`src/pkg/fsq_pkg.sv`:
```
package fsq_pkg;

    localparam int unsigned CLK_MHZ       = 125;
    localparam int unsigned ADDR_W        = 20;
    // Recovery waits after an emergency exit, in microseconds
    localparam int unsigned REC_BANK_US   = 100;
    localparam int unsigned REC_SEG_US    = 6;
    localparam int unsigned REC_BANK_CYC  = REC_BANK_US * CLK_MHZ;
    localparam int unsigned REC_SEG_CYC   = REC_SEG_US * CLK_MHZ;
    // Array operation lengths, plain defaults in cycles
    localparam int unsigned WRITE_CYC     = 64;
    localparam int unsigned SEG_ERASE_CYC = 2048;
    localparam int unsigned BANK_ERASE_CYC = 4096;
    // Information memory window and top of the low 64K map
    localparam logic [19:0] INFO_LO       = 20'h01800;
    localparam logic [19:0] INFO_HI       = 20'h019FF;
    localparam logic [19:0] LOW64K_TOP    = 20'h0FFFF;

    // Operation selected in the flash control bits
    typedef enum logic [1:0] {
        FSQ_OP_NONE  = 2'b00,
        FSQ_OP_WRITE = 2'b01,
        FSQ_OP_SEG   = 2'b10,
        FSQ_OP_BANK  = 2'b11
    } fsq_op_e;

    typedef enum logic [2:0] {
        FSQ_IDLE    = 3'b000,
        FSQ_WRITE   = 3'b001,
        FSQ_SEG     = 3'b010,
        FSQ_BANK    = 3'b011,
        FSQ_RECOVER = 3'b100
    } fsq_state_e;

    // One CPU access toward flash
    typedef struct packed {
        logic              valid;
        logic              write;
        logic              fetch;
        logic [ADDR_W-1:0] addr;
    } fsq_acc_s;

    // Commands toward the flash array
    typedef struct packed {
        logic              prog;
        logic              seg_erase;
        logic              bank_erase;
        logic              info_erase;
        logic [ADDR_W-1:0] addr;
    } fsq_arr_s;

endpackage : fsq_pkg

```
`src/verilog/fsq_sequencer.sv`:
```
`timescale 1ns/100ps
`default_nettype none
module fsq_sequencer
    import fsq_pkg::*;
#(
    parameter int unsigned REC_BANK_CYCLES = REC_BANK_CYC
) (
    input  wire logic     ref_clk_in,
    input  wire logic     rst_in,
    input  wire fsq_acc_s acc_in,
    output logic          acc_ready_out,
    input  wire fsq_op_e  op_mode_in,
    input  wire logic     emergency_exit_bit_in,
    input  wire logic     irq_pending_in,
    input  wire logic     global_interrupt_enable_in,
    output logic          irq_take_out,
    input  wire logic     supply_voltage_monitor_en_in,
    input  wire logic     monitor_settle_delay_flag_in,
    input  wire logic     core_level_change_in,
    output fsq_arr_s      arr_out,
    output logic          busy_out,
    output logic          recovering_out,
    output logic          read_unreliable_out,
    output logic          read_corrupt_out,
    output logic          info_low_map_out
);

    typedef struct packed {
        fsq_state_e  st;
        logic [15:0] tmr;
        logic        last_info_rd;
        logic        unrel;
        logic        corrupt;
        logic        flag_prev;
        logic        low_map;
        logic        code_low;
        fsq_arr_s    arr;
    } fsq_regs_s;

    fsq_regs_s q;
    fsq_regs_s d;
    logic      acc_go;
    logic      start;
    logic      abort;

    // Address in the information memory window
    function automatic logic is_info(input logic [ADDR_W-1:0] a);
        return (a >= INFO_LO) && (a <= INFO_HI);
    endfunction : is_info

    function automatic logic is_busy(input fsq_state_e s);
        return (s == FSQ_WRITE) || (s == FSQ_SEG) || (s == FSQ_BANK);
    endfunction : is_busy

    // Refuse all accesses while recovering, and fetches during bank erase
    always_comb begin
        acc_ready_out = !((q.st == FSQ_RECOVER) ||
                          (q.st == FSQ_BANK && acc_in.fetch));
    end

    assign acc_go = acc_in.valid && acc_ready_out;
    assign start  = (q.st == FSQ_IDLE) && acc_go && acc_in.write && (op_mode_in != FSQ_OP_NONE);
    assign abort  = is_busy(q.st) && emergency_exit_bit_in;

    // Next-state logic for the whole sequencer
    always_comb begin
        d = q;
        d.corrupt   = 1'b0;
        d.flag_prev = monitor_settle_delay_flag_in;
        // Core level moves while a read is in flight corrupt that read
        if (supply_voltage_monitor_en_in && acc_go && !acc_in.write &&
            ((monitor_settle_delay_flag_in && !q.flag_prev) ||
             core_level_change_in)) begin
            d.corrupt = 1'b1;
        end
        // Track where code runs: the latest fetch tells which map the reader sits in
        if (acc_go && acc_in.fetch) begin
            d.code_low = (acc_in.addr <= LOW64K_TOP);
        end
        // Info reads record whether the issuing code sits in the low 64K map
        if (acc_go && !acc_in.write && is_info(acc_in.addr)) begin
            d.low_map = q.code_low;
        end
        // Remember whether the latest access was an info read
        if (acc_go) begin
            d.last_info_rd = !acc_in.write && is_info(acc_in.addr);
        end
        case (q.st)
            FSQ_IDLE: begin
                if (start) begin
                    d.unrel    = 1'b0;
                    d.arr.addr = acc_in.addr;
                    case (op_mode_in)
                        FSQ_OP_WRITE: begin
                            d.st       = FSQ_WRITE;
                            d.tmr      = 16'(WRITE_CYC);
                            d.arr.prog = 1'b1;
                        end
                        FSQ_OP_SEG: begin
                            d.st            = FSQ_SEG;
                            d.tmr           = 16'(SEG_ERASE_CYC);
                            d.arr.seg_erase = 1'b1;
                        end
                        default: begin
                            d.st             = FSQ_BANK;
                            d.tmr            = 16'(BANK_ERASE_CYC);
                            d.arr.bank_erase = 1'b1;
                            // A preceding info read drags info into the erase
                            d.arr.info_erase = q.last_info_rd;
                        end
                    endcase
                end
            end
            FSQ_WRITE, FSQ_SEG, FSQ_BANK: begin
                if (abort) begin
                    // Stop the array now; reads stay suspect afterwards
                    d.arr       = '0;
                    d.unrel     = 1'b1;
                    d.st        = FSQ_RECOVER;
                    d.tmr       = (q.st == FSQ_BANK) ? 16'(REC_BANK_CYCLES) :
                                  (q.st == FSQ_SEG)  ? 16'(REC_SEG_CYC) : 16'h0001;
                end else if (q.tmr == 16'h0001) begin
                    d.arr = '0;
                    d.st  = FSQ_IDLE;
                end else begin
                    d.tmr = q.tmr - 16'h0001;
                end
            end
            FSQ_RECOVER: begin
                // Hold off flash until the array has settled after abort
                if (q.tmr == 16'h0001) begin
                    d.st = FSQ_IDLE;
                end else begin
                    d.tmr = q.tmr - 16'h0001;
                end
            end
            default: begin
                d.st = FSQ_IDLE;
            end
        endcase
    end

    // State register
    always_ff @(posedge ref_clk_in) begin
        if (rst_in) begin
            q         <= '0;
            q.st      <= FSQ_IDLE;
            q.low_map <= 1'b1;
            q.code_low <= 1'b1;
        end else begin
            q <= d;
        end
    end

    // Interrupts pass straight through; erase never masks them
    assign irq_take_out        = irq_pending_in && global_interrupt_enable_in;
    assign arr_out             = q.arr;
    assign busy_out            = is_busy(q.st);
    assign recovering_out      = (q.st == FSQ_RECOVER);
    assign read_unreliable_out = q.unrel;
    assign read_corrupt_out    = q.corrupt;
    assign info_low_map_out    = q.low_map;

    // Checks beside the logic they guard
    a_abort_stops: assert property (@(posedge ref_clk_in) disable iff (rst_in)
        abort |=> !busy_out && arr_out.prog == 1'b0 && arr_out.bank_erase == 1'b0 && read_unreliable_out)
        else $error("emergency exit did not stop the operation");
    a_seg_recovery_hold: assert property (@(posedge ref_clk_in) disable iff (rst_in)
        (abort && q.st == FSQ_SEG) |=> (recovering_out && !acc_ready_out) [*8])
        else $error("segment abort recovery too short");
    a_write_abort_short: assert property (@(posedge ref_clk_in) disable iff (rst_in)
        (abort && q.st == FSQ_WRITE) |=> recovering_out ##1 !recovering_out)
        else $error("write abort recovery wrong length");
    a_bank_no_fetch: assert property (@(posedge ref_clk_in) disable iff (rst_in)
        (q.st == FSQ_BANK && acc_in.fetch) |-> !acc_ready_out)
        else $error("fetch accepted during bank erase");
    a_info_erase_cause: assert property (@(posedge ref_clk_in) disable iff (rst_in)
        (start && op_mode_in == FSQ_OP_BANK) |=> arr_out.info_erase == $past(q.last_info_rd))
        else $error("info erase does not follow last access");
    a_irq_not_masked: assert property (@(posedge ref_clk_in) disable iff (rst_in)
        (busy_out && irq_pending_in && global_interrupt_enable_in) |-> irq_take_out)
        else $error("interrupt masked during erase");
    a_corrupt_flag: assert property (@(posedge ref_clk_in) disable iff (rst_in)
        (supply_voltage_monitor_en_in && acc_go && !acc_in.write && core_level_change_in)
        |=> read_corrupt_out)
        else $error("level change during read not flagged");
    a_busy_span: assert property (@(posedge ref_clk_in) disable iff (rst_in)
        (start && op_mode_in == FSQ_OP_WRITE) |=> busy_out [*8])
        else $error("busy not held during write");
    a_busy_end: assert property (@(posedge ref_clk_in) disable iff (rst_in)
        (busy_out && q.tmr == 16'h0001 && !emergency_exit_bit_in) |=> !busy_out && q.st == FSQ_IDLE)
        else $error("busy not cleared at completion");

    // Recovery must refuse the host outright, whatever operation was cut short
    a_recover_refuse: assert property (@(posedge ref_clk_in) disable iff (rst_in)
        recovering_out |-> !acc_ready_out)
        else $error("access accepted during recovery");
    a_bank_recovery_hold: assert property (@(posedge ref_clk_in) disable iff (rst_in)
        (abort && q.st == FSQ_BANK) |=> (recovering_out && !acc_ready_out) [*8])
        else $error("bank abort recovery too short");
    a_unrel_cleared: assert property (@(posedge ref_clk_in) disable iff (rst_in)
        start |=> !read_unreliable_out)
        else $error("unreliable flag kept across a new operation");
    a_bank_info_clean: assert property (@(posedge ref_clk_in) disable iff (rst_in)
        (start && op_mode_in == FSQ_OP_BANK && !q.last_info_rd) |=> !arr_out.info_erase)
        else $error("info erased without a preceding info read");
    a_info_map_code: assert property (@(posedge ref_clk_in) disable iff (rst_in)
        (acc_go && !acc_in.write && is_info(acc_in.addr)) |=> info_low_map_out == $past(q.code_low))
        else $error("info read source map not tracked");
    a_corrupt_quiet: assert property (@(posedge ref_clk_in) disable iff (rst_in)
        !supply_voltage_monitor_en_in |=> !read_corrupt_out)
        else $error("read flagged corrupt with monitor off");
    a_flag_expiry: assert property (@(posedge ref_clk_in) disable iff (rst_in)
        (supply_voltage_monitor_en_in && acc_go && !acc_in.write &&
         monitor_settle_delay_flag_in && !q.flag_prev) |=> read_corrupt_out)
        else $error("settle delay expiry during read not flagged");

    c_bank_abort: cover property (@(posedge ref_clk_in) disable iff (rst_in) abort && q.st == FSQ_BANK);
    c_info_erase: cover property (@(posedge ref_clk_in) disable iff (rst_in) arr_out.info_erase);
    c_write_done: cover property (@(posedge ref_clk_in) disable iff (rst_in) $fell(busy_out) && !recovering_out);
    c_corrupt:    cover property (@(posedge ref_clk_in) disable iff (rst_in) read_corrupt_out);
    c_info_high:  cover property (@(posedge ref_clk_in) disable iff (rst_in)
        acc_go && !acc_in.write && is_info(acc_in.addr) && !q.code_low);

endmodule : fsq_sequencer
`default_nettype wire
```
`config.mk`:
```
export PLATFORM = sky130hd
export DESIGN_NAME = fsq_sequencer
export DESIGN_NICKNAME = d
export VERILOG_FILES = /design/src/pkg/fsq_pkg.sv /design/src/verilog/fsq_sequencer.sv
export SDC_FILE = /design/constraint.sdc
export NUM_CORES = 1
export LEC_CHECK = 0
export ABC_AREA = 1
export CORE_ASPECT_RATIO = 0.6
export CORE_MARGIN = 2
export CORE_UTILIZATION = 44
export DETAILED_ROUTE_END_ITERATION = 8
export DONT_BUFFER_PORTS = 1
export GPL_TIMING_DRIVEN = 0
export PLACE_DENSITY = 0.63
export SYNTH_ARGS = -nofsm -noshare
export SYNTH_HDL_FRONTEND = slang
export SYNTH_SLANG_ARGS = --single-unit
```
`constraint.sdc`:
```
create_clock -name ref_clk_in -period 2.7 [get_ports ref_clk_in]
set_clock_uncertainty 0.1 [all_clocks]
set_input_delay 0.81 -clock ref_clk_in [delete_from_list [all_inputs] [get_ports ref_clk_in]]
set_output_delay 0.81 -clock ref_clk_in [all_outputs]
set_load 0.05 [all_outputs]
```
==> impl_metrics.yaml <==
status:
  status: "complete, no violations"
layout:
  fillerInstances: 640
  drive_gt1_frac: 0.122
  syn_to_final_growth_pct: 8.79
  fin_area_um2: 3130
  antennaDiodeCount: 0
  final_cells: 527
  nets: 482
yosys:
  synth_cell_types: 30
  synth_cells: 435
  ys_ff_latch: 49
  async_flop_share: 0
  syn_nets: 475
  synthFlopType: "dfxtp_1"
  syn-cell-area_um2: 2870
  synthTopCellsByArea: "dfxtp_1 34%, nand2_1 13%, nand3_1 7.7%"
  yosys.area.top_type: "dfxtp_1"
  synth-seq-area-share: 0.341
  ys_warn_count: 0
  syn_area_per_cell_um2: 6.61
  synth-edff-count: 0
  synth_top_area_frac: 0.341
sta:
  max-slew-margin-rel: 0.492
  finalSetupViolCount: 0
  layout_min_cycle_time_ps: 2600
  worst-slew-pin-transition_ps: 761
  timing.final.max_slew_violations: 0
  grt_setup_unrepaired: "false"
  final.setup.tns_ps: 0
  hold_violations: 0
  fmax_mhz: 384
  hold_ws_ps: 357
  fin_crit_sh: 0.964
setup_path:
  arrival_ps: 1690
  endpoint_kind: "output pin"
  start_kind: "flip-flop"
  crit_family: "compound AO/OA/AOI/OAI gates"
  slowest_delay_ps: 480
  crit_fanout: 7
  worst_path_max_delay_cell: "a21oi_4"
  worst_ep_required_time_ps: 1790
  ff2ff_setup_slack_ps: 250
  path_buf_inv: 1
  critPathKind: "flip-flop to output pin"
  cp_cell_sequence: "nor2_4 -> nand2_4 -> clkinvlp_4 -> a21oi_4"
die:
  chipWidth_um: 108
  initial_core_util: 0.462
  die-area_um2: 7220
  core-area_um2: 6220
  ioPinCount: 64
  fp.dieH_um: 66.6
  rows: 22
pwr:
  p_per_area_nw_per_um2: 1310
  power_mw: 4.10
  ir_drop_v: 0.000436
  leakage_nw: 1.43
run:
  maxCapViolCount: 0
global_routing:
  grt_antenna_before_repair: 0
  grt_pass1_vias: 2272
  grt_use_met3: 0.0695
  grt_max_degree: 16
  overflow: 0
  grt_pass1_wl_um: 11700
  grtUsageMet2: 0.270
  busiest_layer: "met1"
  grt_use_total: 0.214
  use_met1: 0.337
cts:
  cts_setup_buffers: 0
  cts_max_level: 2
  cts_buffer_depth: 2
  clock-root-buffer: "clkbuf_8"
  post_cts_resized: 6
  clk_pin_slew_ps: 90
  cts_tree: "done"
  cts_hold_buf: 0
  clock_sinks: 49
  cts_buffers: 5
  clk-insertion-delay-late_ps: 310
routing:
  drc_errors: 0
  avgViaCountPerCell: 5.21
  vias: 2748
  drt-pass1-iter-count: 5
  antenna_left: 0
  drtIter0Drc: 357
  wire_per_inst_um: 14.7
  finalWirelength_um: 7750
placement:
  gp_congestion: 0.915
  place_hpwl_um: 6020
  dp.cells: 519
  portBuffers: 0
  place_area_um2: 2980
hold_path:
  min_path_type: "flip-flop to flip-flop"
## logic make-up after synthesis
| kind of cell | after synthesis | synth area share |
|---|---|---|
| adders and majority gates | 7 | 0.0305 |
| and+or+nand+nor | 229 | 0.353 |
| DFF | 49 | 0.341 |
| buffers and inverters | 90 | 0.162 |
| xor gates and xnor gates | 1 | 0.00305 |
| AOI/OAI and AO/OA | 59 | 0.110 |
## per-layer routing
metal,wire (um),vias to the layer above
met1,4000,1229
met4,104,0
met3,710,13
met2,2940,116
met5,0,-
li1,-,1390
## cell type report
cell class / instances / area, um2 / share of cell area
multi-input combinational: 296 / 1450 / 0.463
clock inverter: 2 / 37.5 / 0.0120
buffer: 37 / 267 / 0.0852
clock buffer: 6 / 82.6 / 0.0264
tap: 84 / 105 / 0.0336
sequential: 49 / 986 / 0.315
inverter: 53 / 203 / 0.0648
## worst reg2reg max path, delay by kind of cell, from the launching register on
kind | cells | cell delay (ps)
and+or+nand+nor | 5 | 1370
DFF | 1 | 410
AOI/OAI and AO/OA | 1 | 340
buffers and inverters | 1 | 180
## state kept, by name, indices dropped and copies added (netlist names)
register / cells
arr_out: 24
q: 22
info_low_map_out: 1
read_corrupt_out: 1
read_unreliable_out: 1
## worst paths after layout
check                                         startpoint                       end  depth (start not counted)
worst max-delay path                  q[46]$_SDFFE_PP0P_             acc_ready_out                          4
worst min-delay path            arr_out[23]$_SDFFE_PP0P_  arr_out[23]$_SDFFE_PP0P_                          2
worst max register to register        q[48]$_SDFFE_PP0P_        q[36]$_SDFFE_PP0P_                          7
worst min register to register  arr_out[23]$_SDFFE_PP0P_  arr_out[23]$_SDFFE_PP0P_                          2
## cell usage in the layout, fill, tap and decap left out, drive strengths merged, types with 7 or more instances in the layout
cell,count
a21oi,37
inv,51
ha,7
nor2,59
nand4,16
o21ai,13
nand3,45
clkbuf,12
buf,31
dfxtp,49
nand2,102
## stage by stage
stage	utilization	setup slack, ps
5_1_grt	0.503	35.3
3_5_place_dp	0.479	-156
6_report	0.503	97.5
2_1_floorplan	-	53.2
4_1_cts	0.501	41.2
3_3_place_gp	0.479	-187
## cell usage after synthesis, types with 3 or more instances
cell / n
buf_4: 24
o21ai_0: 13
a21oi_1: 36
nor2_1: 53
nor3_1: 3
buf_6: 5
nand3_1: 44
nand4_1: 16
nor2_2: 4
nand2_1: 100
inv_1: 52
dfxtp_1: 49
o22ai_1: 3
clkbuf_1: 6
ha_1: 7
## report_power, final
part           switching (mW)  leakage, nW  internal [mW]  total (mW)
Sequential              0.200        0.400          0.897        1.10
Combinational            1.66        0.968          0.774        2.44
Clock                   0.258       0.0574          0.302       0.560
Total                    2.12         1.43           1.97        4.10
(Power assumes the default switching activity.)
